<file path="src/logic/hsc_pkg.sv">
// Purpose: Shared constants for the halt standby controller.
// Assumes: APB with 32-bit data, pclk at 200 MHz.
// Notes:   Offsets are byte addresses of aligned words.
package hsc_pkg;

	// ----------------------------------------
	// Register map
	// ----------------------------------------
	localparam logic [7:0] HSC_OFF_CTRL   = 8'h00;
	localparam logic [7:0] HSC_OFF_OPTION = 8'h04;
	localparam logic [7:0] HSC_OFF_MASK   = 8'h08;
	localparam logic [7:0] HSC_OFF_STATUS = 8'h0c;

	// Control fields
	localparam int HSC_CTRL_CPU_SRC   = 0; // 1: high-speed clock, 0: low-speed
	localparam int HSC_CTRL_T51_DIV   = 1; // Timer 51 counts on low-speed / 2^7
	localparam int HSC_CTRL_SER_TB0   = 2; // Serial clock permit from timer_b0_running
	localparam int HSC_CTRL_LS_STOP   = 3; // Software stop of low-speed oscillator
	localparam logic [3:0] HSC_CTRL_RST = 4'h1;

	// Option fields, writable once
	localparam int HSC_OPT_STOPPABLE = 0;
	localparam int HSC_OPT_LOCKED    = 1;
	localparam logic [1:0] HSC_OPT_RST = 2'h0;

	localparam int          HSC_IRQ_N    = 8;
	localparam logic [7:0]  HSC_MASK_RST = 8'hff;

	// ----------------------------------------
	// Timing
	// ----------------------------------------
	localparam int PCLK_MHZ       = 200;
	localparam int LS_FREQ_KHZ    = 240;
	localparam int LS_DIV         = (PCLK_MHZ * 1000) / LS_FREQ_KHZ;
	localparam int LS_PRESCALE    = 128; // 2^7
	localparam logic [3:0] WAIT_VECTOR = 4'h8;
	localparam logic [3:0] WAIT_NEXT   = 4'h2;

	typedef enum logic [1:0] {
		HSC_RUN  = 2'b00,
		HSC_HALT = 2'b01,
		HSC_WAIT = 2'b11
	} hsc_state_t;

endpackage

</file>
<file path="src/logic/hsc_wait_cnt.sv">
// Purpose: Down counter timing the wait before the CPU clock restarts.
// Assumes: start is a one-cycle pulse with len at least 1.
// Notes:   expired is high in the last cycle of the wait.
`timescale 1ns/100ps
module hsc_wait_cnt (
	input  wire logic       pclk,
	input  wire logic       presetn,
	input  wire logic       start,
	input  wire logic [3:0] len,
	output logic            expired
);
	import hsc_pkg::*;

	logic [3:0] cnt_q;
	logic       busy_q;

	// Final wait cycle
	assign expired = busy_q && (cnt_q == 4'h0);

	// Load and count down
	always_ff @(posedge pclk or negedge presetn) begin
		if (!presetn) begin
			cnt_q  <= 4'h0;
			busy_q <= 1'b0;
		end else if (start) begin
			cnt_q  <= len - 4'h1;
			busy_q <= 1'b1;
		end else if (expired) begin
			busy_q <= 1'b0;
		end else if (busy_q) begin
			cnt_q  <= cnt_q - 4'h1;
		end
	end
endmodule

</file>
<file path="src/logic/hsc_top.sv">
// Purpose: Halt standby control with APB registers.
// Assumes: CPU signals share pclk; interrupt requests are asynchronous pins.
// Notes:   presetn is the reset input; its release starts the reset branch.
//
// Local design decisions: the register addresses and the APB register port.
`timescale 1ns/100ps
module hsc_top (
	input  wire logic                            pclk,
	input  wire logic                            presetn,
	input  wire logic                            psel,
	input  wire logic                            penable,
	input  wire logic                            pwrite,
	input  wire logic [7:0]                      paddr,
	input  wire logic [31:0]                     pwdata,
	output logic [31:0]                          prdata,
	output logic                                 pready,
	output logic                                 pslverr,
	input  wire logic                            halt_exec,
	input  wire logic                            cpu_int_enable,
	input  wire logic [hsc_pkg::HSC_IRQ_N-1:0]   irq_req,
	input  wire logic                            timer_b0_running,
	output logic                                 cpu_clk_en,
	output logic                                 port_latch_hold,
	output logic                                 vector_start,
	output logic                                 next_instr_start,
	output logic                                 reset_vector_start,
	output logic                                 timer_b1_count_en,
	output logic                                 async_serial_clk_ok,
	output logic                                 wdt_run,
	output logic                                 low_speed_osc_run
);
	import hsc_pkg::*;

	// ----------------------------------------
	// Registers and wires
	// ----------------------------------------
	hsc_state_t             state_q, state_d;
	logic [3:0]             ctrl_q;
	logic [1:0]             opt_q;
	logic [HSC_IRQ_N-1:0]   mask_q, irq_s1_q, irq_s2_q;
	logic [31:0]            prdata_q;
	logic                   pready_q, pslverr_q;
	logic                   clk_en_q, hold_q, vec_q, next_q, rstv_q, started_q;
	logic                   vec_pend_q, halt_hs_q, last_vec_q;
	logic                   t51_q, uart_q, wdt_q, lsrun_q;
	logic [9:0]             ls_div_q;
	logic [6:0]             ls_pre_q;
	logic                   wait_expired;

	wire setup   = psel && !penable;
	wire wr_acc  = psel && penable && pwrite;
	wire hit_ctl = paddr == HSC_OFF_CTRL;
	wire hit_opt = paddr == HSC_OFF_OPTION;
	wire hit_msk = paddr == HSC_OFF_MASK;
	wire hit_sts = paddr == HSC_OFF_STATUS;
	wire mapped  = hit_ctl || hit_opt || hit_msk || hit_sts;
	wire halted  = state_q == HSC_HALT;
	wire release_req = halted && |(irq_s2_q & ~mask_q);
	wire vec_take    = cpu_int_enable;
	wire ls_stopped  = opt_q[HSC_OPT_STOPPABLE] && ctrl_q[HSC_CTRL_LS_STOP];
	wire ls_tick     = lsrun_q && (ls_div_q == 10'(LS_DIV - 1));
	wire ls_tick128  = ls_tick && (ls_pre_q == 7'(LS_PRESCALE - 1));
	wire idle_low    = state_q != HSC_RUN && !halt_hs_q;
	wire [31:0] status_w = {27'h0, last_vec_q, lsrun_q, halted, state_q};
	wire [31:0] rd_mux = hit_ctl ? {28'h0, ctrl_q} :
	                     hit_opt ? {30'h0, opt_q} :
	                     hit_msk ? {24'h0, mask_q} :
	                     hit_sts ? status_w : 32'h0;

	// ----------------------------------------
	// APB slave, zero wait states
	// ----------------------------------------
	always_ff @(posedge pclk or negedge presetn) begin
		if (!presetn) begin
			prdata_q  <= 32'h0;
			pready_q  <= 1'b0;
			pslverr_q <= 1'b0;
		end else begin
			pready_q <= 1'b1;
			if (setup) begin
				prdata_q  <= pwrite ? 32'h0 : rd_mux;
				pslverr_q <= !mapped || (pwrite && hit_sts);
			end
		end
	end

	// Software registers; option locks after first write
	always_ff @(posedge pclk or negedge presetn) begin
		if (!presetn) begin
			ctrl_q <= HSC_CTRL_RST;
			opt_q  <= HSC_OPT_RST;
			mask_q <= HSC_MASK_RST;
		end else if (wr_acc) begin
			if (hit_ctl)
				ctrl_q <= pwdata[3:0];
			if (hit_opt && !opt_q[HSC_OPT_LOCKED])
				opt_q <= {1'b1, pwdata[HSC_OPT_STOPPABLE]};
			if (hit_msk)
				mask_q <= pwdata[HSC_IRQ_N-1:0];
		end
	end

	// Interrupt pin synchroniser
	always_ff @(posedge pclk or negedge presetn) begin
		if (!presetn) begin
			irq_s1_q <= '0;
			irq_s2_q <= '0;
		end else begin
			irq_s1_q <= irq_req;
			irq_s2_q <= irq_s1_q;
		end
	end

	// ----------------------------------------
	// Standby state machine
	// ----------------------------------------
	always_comb begin
		state_d = state_q;
		unique case (state_q)
			HSC_RUN:  if (halt_exec) state_d = HSC_HALT;
			HSC_HALT: if (release_req) state_d = HSC_WAIT;
			HSC_WAIT: if (wait_expired) state_d = HSC_RUN;
		endcase
	end

	hsc_wait_cnt u_wait (
		.pclk    (pclk),
		.presetn (presetn),
		.start   (release_req),
		.len     (vec_take ? WAIT_VECTOR : WAIT_NEXT),
		.expired (wait_expired)
	);

	// Clock gate, latch hold and restart pulses
	always_ff @(posedge pclk or negedge presetn) begin
		if (!presetn) begin
			state_q    <= HSC_RUN;
			clk_en_q   <= 1'b1;
			hold_q     <= 1'b0;
			vec_q      <= 1'b0;
			next_q     <= 1'b0;
			vec_pend_q <= 1'b0;
			halt_hs_q  <= 1'b1;
			last_vec_q <= 1'b0;
		end else begin
			state_q <= state_d;
			vec_q   <= 1'b0;
			next_q  <= 1'b0;
			if (state_q == HSC_RUN && halt_exec) begin
				clk_en_q  <= 1'b0;
				hold_q    <= 1'b1;
				halt_hs_q <= ctrl_q[HSC_CTRL_CPU_SRC];
			end
			if (release_req) begin
				vec_pend_q <= vec_take;
				last_vec_q <= vec_take;
			end
			if (state_q == HSC_WAIT && wait_expired) begin
				clk_en_q <= 1'b1;
				hold_q   <= 1'b0;
				vec_q    <= vec_pend_q;
				next_q   <= !vec_pend_q;
			end
		end
	end

	// Reset vector branch after reset release
	always_ff @(posedge pclk or negedge presetn) begin
		if (!presetn) begin
			started_q <= 1'b0;
			rstv_q    <= 1'b0;
		end else begin
			started_q <= 1'b1;
			rstv_q    <= !started_q;
		end
	end

	// ----------------------------------------
	// Low-speed clock enables
	// ----------------------------------------
	always_ff @(posedge pclk or negedge presetn) begin
		if (!presetn) begin
			ls_div_q <= 10'h0;
			ls_pre_q <= 7'h0;
			lsrun_q  <= 1'b1;
		end else begin
			lsrun_q <= !ls_stopped;
			if (lsrun_q)
				ls_div_q <= ls_tick ? 10'h0 : ls_div_q + 10'h1;
			if (ls_tick)
				ls_pre_q <= ls_pre_q + 7'h1;
		end
	end

	// Peripheral permits in halt
	always_ff @(posedge pclk or negedge presetn) begin
		if (!presetn) begin
			t51_q  <= 1'b0;
			uart_q <= 1'b1;
			wdt_q  <= 1'b1;
		end else begin
			if (ctrl_q[HSC_CTRL_T51_DIV])
				t51_q <= ls_tick128;
			else
				t51_q <= !idle_low;
			uart_q <= !idle_low || (ctrl_q[HSC_CTRL_SER_TB0] && timer_b0_running);
			wdt_q  <= !(halted && opt_q[HSC_OPT_STOPPABLE]);
		end
	end

	assign prdata              = prdata_q;
	assign pready              = pready_q;
	assign pslverr             = pslverr_q;
	assign cpu_clk_en          = clk_en_q;
	assign port_latch_hold     = hold_q;
	assign vector_start        = vec_q;
	assign next_instr_start    = next_q;
	assign reset_vector_start  = rstv_q;
	assign timer_b1_count_en   = t51_q;
	assign async_serial_clk_ok = uart_q;
	assign wdt_run             = wdt_q;
	assign low_speed_osc_run   = lsrun_q;
endmodule

</file>
<file path="config.mk">
export PLATFORM = sky130hd
export DESIGN_NAME = hsc_top
export DESIGN_NICKNAME = d
export VERILOG_FILES = /design/src/logic/hsc_pkg.sv /design/src/logic/hsc_wait_cnt.sv /design/src/logic/hsc_top.sv
export SDC_FILE = /design/constraint.sdc
export NUM_CORES = 1
export LEC_CHECK = 0
export ABC_AREA = 1
export BUFFER_PORTS_ARGS = -buffer_cell sky130_fd_sc_hd__buf_4
export CAP_MARGIN = 20
export CELL_PAD_IN_SITES_DETAIL_PLACEMENT = 1
export CELL_PAD_IN_SITES_GLOBAL_PLACEMENT = 1
export CORE_ASPECT_RATIO = 0.9
export CORE_MARGIN = 3
export CORE_UTILIZATION = 35
export DETAILED_ROUTE_END_ITERATION = 8
export GPL_TIMING_DRIVEN = 1
export PLACE_DENSITY = 0.82
export SLEW_MARGIN = 25
export SYNTH_ARGS = -nofsm -noshare
export SYNTH_HDL_FRONTEND = slang
export SYNTH_SLANG_ARGS = --single-unit
</file>
<file path="constraint.sdc">
create_clock -name pclk -period 1.7 [get_ports pclk]
set_clock_uncertainty 0.15 [all_clocks]
set_input_delay 0.255 -clock pclk [delete_from_list [all_inputs] [get_ports pclk]]
set_output_delay 0.255 -clock pclk [all_outputs]
set_load 0.005 [all_outputs]
</file>
=== Word-level counts from Yosys, hierarchy flattened ===
Cells that the tools add are included.

* Output and inout port bits: 43
* Bits of input ports: 56
* Register bits: 99

* Bitwise logic cells: 2
* Mux-type cells: 23
* Reductions and logical operators: 42
* Add/sub/neg operators: 4
* Equal/unequal tests: 11

{| class="wikitable"
|+ Operators with widths
! operator !! count
|-
| $mux W8 || 4
|-
| $eq A8 B4 Y1 const B || 2
|-
| $mux W4 || 4
|-
| $logic_and A1 B1 Y1 || 15
|-
| $add A10 B1 Y10 const B || 1
|-
| $eq A10 B10 Y1 const B || 1
|-
| $mux W10 || 1
|-
| $logic_not A1 Y1 || 9
|-
| $mux W1 || 9
|-
| $and A8 B8 Y8 || 1
|-
| $eq A8 B3 Y1 const B || 1
|-
| $logic_not A8 Y1 || 1
|-
| $not A8 Y8 || 1
|-
| $reduce_and A2 Y1 || 4
|-
| $reduce_bool A2 Y1 || 4
|-
| $reduce_or A8 Y1 || 1
|-
| $sub A4 B1 Y4 const B || 2
|-
| $add A7 B1 Y7 const B || 1
|-
| $eq A7 B7 Y1 const B || 1
|-
| $mux W2 || 3
|-
| $pmux W2 S3 || 1
|-
| $logic_or A1 B1 Y1 || 5
|-
| $mux W5 || 1
|-
| $logic_not A4 Y1 || 1
|-
| 6 further kinds || 8
|}

=== Logic depth before layout (Yosys ltp) ===
* Word-level depth: 6
* Gate-level depth with buffers: 12
* Mapped depth without buffers: 12

=== Hierarchy ===
A second synthesis with hierarchy kept.

* Cell total of the unflattened synthesis: 409
* Area, all modules: 3,619.7 µm²

{| class="wikitable"
|+ By module, submodules not included
! module !! times used !! area an instance (µm²) !! seq. area each (µm²) !! cells each
|-
| hsc_top || 1 || 3,299.4 || 1,769.2 || 364
|-
| hsc_wait_cnt || 1 || 320.3 || 125.1 || 45
|}

=== Worst setup path before layout ===
OpenSTA, ideal clock, no wires.

* Path type: reg2reg
* Start: reg mask_q[2]
* End: reg u_wait.cnt_q[2]
* Path slack: 0.005 ns
* Clock period less this slack: 1.695 ns
* Cell stages (with the launch flop): 13
* Setup time: 0.118 ns
* Data arrival time: 1.427 ns
* Path through: dfstp_2 -> inv_1 -> nand2_1 -> nand2_1 -> nor2_1 -> nand2_1 -> nand2_2 -> nand2_1 -> nand2_1 -> ha_1 -> nand2_1 -> xnor2_1 -> inv_1

* Cells in the longest elaborated chain, start to end: 6
* Elaborated cells between the ends (all ways): 8
* Those cells by class: eq/ne: 1; mux: 1; bitwise: 2; reduce/logical: 4

{| class="wikitable"
|+ RTL lines
! element !! RTL line !! text
|-
| start: declaration || hsc_top.sv:40 || <nowiki>logic [HSC_IRQ_N-1:0] mask_q, irq_s1_q, irq_s2_q;</nowiki>
|-
| start signal: assignment || hsc_top.sv:99 || <nowiki>mask_q <= pwdata[HSC_IRQ_N-1:0];</nowiki>
|-
| $not A8 Y8 * || hsc_top.sv:58 || <nowiki>wire release_req = halted && |(irq_s2_q & ~mask_q);</nowiki>
|-
| $and A8 B8 Y8 * || hsc_top.sv:58 ||
|-
| $reduce_or A8 Y1 * || hsc_top.sv:58 ||
|-
| $logic_and A1 B1 Y1 * || hsc_top.sv:58 ||
|-
| $ne A2 B1 Y1 (no source line) or $reduce_bool A2 Y1 (tied branches) || -- ||
|-
| $reduce_and A2 Y1 (no source line) || -- ||
|-
| end signal: assignment || hsc_wait_cnt.sv:26 || <nowiki>cnt_q <= len - 4'h1;</nowiki>
|-
| end signal: assignment || hsc_wait_cnt.sv:31 || <nowiki>cnt_q <= cnt_q - 4'h1;</nowiki>
|-
| end: declaration || hsc_wait_cnt.sv:14 || <nowiki>logic [3:0] cnt_q;</nowiki>
|}

Mark *: on every way between the ends. The rest lies on a longest branch, timed or not.
A chain may end at the register's enable or synchronous reset.

=== Worst setup path in the final report ===
* Start: reg mask_q[7]
* End: reg u_wait.cnt_q[3]

Same word-level chain as after synthesis.

==> reports/qor.yml <==
run_status:
  outcome: "finished, violations left"
  violations: "setup timing"
worst_setup_path:
  cp_max_fo: 4
  critPathRequiredTime_ns: 1.79
  end_kind: "flip-flop"
  arrival_ns: 1.91
  crit_type: "reg2reg"
  start_kind: "flip-flop"
power:
  leakagePower_uw: 0.002308
  powerDensity_nw_per_um2: 946.3
  irDropWorstVdd_mv: 0.5215
synth:
  netlist_area_um2: 3401
  synth_edf_count: 0
  synth-seq-area-share_pct: 55.70
  syn_inst: 363
  syn_avg_cell_area_um2: 9.368
  yosysUniqueCellTypes: 36
  synth_area_leader_cell: "dfrtp_1"
  synthDominantCellAreaShare_pct: 44.89
  ys.flop_type: "dfrtp_1"
  postSynth.asyncResetShare_pct: 100.0
  yosysWarnings: 0
  synth_area_leaders: "dfrtp_1 45%, dfstp_2 11%, nand2_1 9.5%"
  synth-seq-cells: 75
global_routing:
  grt_pass1_wl_mm: 13.74
  first_global_vias: 2859
  grt_max_degree: 36
  grt_overflow: 0
  track_usage_pct: 16.40
  antenna_found_initial: 0
clock_tree:
  insertion_delay_ns: 0.36
  cts_tree: "done"
  cts_buffers: 9
  htreeDepth: 3
  clkTransAtPathRegs_ns: 0.07
  cts-root-buf: "clkbuf_8"
  cts_sinks: 75
  clock_path_buffers: 2
routing:
  firstDrtPassIters: 4
  drc: 0
  vias: 2736
  routed.top_layer: "met4"
  m1WireLength_mm: 3.720
  via_per_inst: 4.568
  postRouteAntennaNets: 0
  detail_route.wl_per_cell_um: 14.95
  wl_met2_mm: 4.775
  drtIter0Drc: 89
  wl_met3_um: 336
  routed_wl_mm: 8.953
die:
  initial_core_util_pct: 36.61
  pin_count: 99
  num_rows: 33
  dieArea_um2: 10940
  fp.dieH_um: 99.52
  core-area_um2: 9290
  die_w_um: 109.9
worst_hold_path:
  hp-class: "in2reg"
sta:
  hold_viol: 0
  maxSlewViolCount: 0
  fmax_mhz: 550.1
  setup_violations: 7
  period_minus_slack_ns: 1.818
  rsz0062_at_grt: "true"
  post-route-period-util_pct: 106.9
  fin_ws_ns: -0.1179
placed_design:
  hpwl_mm: 6.305
  placedInstanceArea_um2: 4015
  io_buffers: 50
  place_ws_ns: -0.1604
  place_congestion: 0.7818
final_layout:
  final_util_pct: 49.80
  stdcell_area_um2: 4627
  n_fill_cell: 1074
  area_growth_pct: 36.06
  drive_above_1_share_pct: 36.69
  num_antenna_cells: 0
  fin_nets: 533
run:
  max-cap-violations: 0
==> power by group <==
group          internal, uW  total, uW  switching [uW]
registers              1950       2070             122
clock network           553       1210             656
logic                   517       1100             583
total                  3020       4380            1360
==> placed cells by master, fill, tap and decap left out, types with 2 or more instances in the layout <==
cell type and n:
nor2_4 5, nand3_4 2, xor2_1 6, inv_2 7, inv_1 39, nor3_1 4
a21oi_1 9, a31oi_1 2, o21ai_1 12, ha_4 3, nor2_1 24, buf_6 9
nand3_1 14, buf_4 78, nor3_2 2, clkbuf_8 10, nand2_4 6, a21oi_2 2
nand2_2 10, o21ai_0 4, dfstp_2 14, nand2_1 77, xnor2_1 2, clkinvlp_4 2
nor2_2 8, dlygate4sd3_1 14, clkinv_2 3, conb_1 25, nand3_2 5, dfrtp_1 60
nor3_4 2, nand4_1 2
==> worst paths after layout <==
kind / startpoint / to / slack, ns / cells past startpoint
setup / recovery: mask_q[7] / u_wait.cnt_q[3] / -0.12 / 13
hold / removal: pwdata[5] / mask_q[5] / 0.01 / 3
setup reg to reg: mask_q[7] / u_wait.cnt_q[3] / -0.12 / 13
hold reg to reg: irq_s1_q[1] / irq_s2_q[1] / 0.20 / 0
max in group asynchronous: presetn / mask_q[4] / 0.53 / 3
min in group asynchronous: presetn / prdata[3] / 0.25 / 2
==> per-layer routing <==
metal  GRT usage [%]  up-vias
li1                -     1304
met1           20.13     1363
met2           28.36       57
met3           4.283       12
met4           4.506        0
met5               0        -
==> area by class of cell <==
| class | instances | area [um^2] | share of cell area [%] |
|---|---|---|---|
| multi-input combinational | 238 | 1383 | 29.88 |
| inverter | 47 | 181.4 | 3.921 |
| clock inverter | 5 | 30.03 | 0.6490 |
| clock buffer | 10 | 137.6 | 2.975 |
| timing repair buffer | 102 | 847.1 | 18.31 |
| tap | 122 | 152.6 | 3.299 |
| sequential | 75 | 1896 | 40.97 |
==> kinds of logic after synthesis <==
| group | share of synthesized area, % |
|---|---|
| flip-flops | 55.70 |
| other | 0.2208 |
| adder cells (fa/ha/maj) | 1.472 |
| XOR/XNOR | 2.318 |
| AND/OR/NAND/NOR | 23.92 |
| buffers and inverters | 11.29 |
| AO/OA/AOI/OAI | 5.077 |
==> Yosys cell counts (6+ instances only) <==
cell type   n
a21oi_1    11
nor2_1     28
o21ai_0     7
xor2_1      6
o21ai_1     9
dfrtp_1    61
buf_4      24
nand3_1    20
dfstp_2    14
nor2_2      6
inv_1      43
nor3_1      7
nand2_1    86
==> worst max-delay path, stage by stage, from the launching register on <==
cell	delay [ns]
dfstp_2	0.53
inv_2	0.04
nand2_1	0.05
nand2_1	0.07
nor2_2	0.14
nand2_2	0.10
nand2_4	0.11
buf_6	0.10
buf_4	0.10
nand2_1	0.05
nand2_2	0.07
nand3_2	0.08
nand3_2	0.08
nand2_1	0.05
==> metrics by stage <==
step	setup TNS (ns)	std cells	hold WS, ns	total power, uW
floorplan	0	386	-0.1906	2524
global placement	-0.03006	559	0.08323	2849
CTS	-0.4439	593	0.008458	4260
global route	-1.366	599	0.0002808	4652
finish	-0.3110	599	0.01324	4379
detailed placement	-0.3040	559	0.09539	2921
==> sequential cells by signal (all words and copies together), names as in the netlist, 4 cells and up <==
register / count
ls_div_q: 10
irq_s1_q: 8
irq_s2_q: 8
mask_q: 8
prdata: 8
ls_pre_q: 7
ctrl_q: 4
u_wait.cnt_q: 4
==> timing repair <==
action                                  4_1_cts  5_1_grt
buffers inserted                              5        7
gates cloned                                  0        0
hold buffers                                 14        0
resized for setup                            11       46
endpoints found under the setup margin        7       13
pin swaps                                    10       19
endpoints found under the hold margin        36        0
Note: power is estimated with default switching activity, not from simulation.
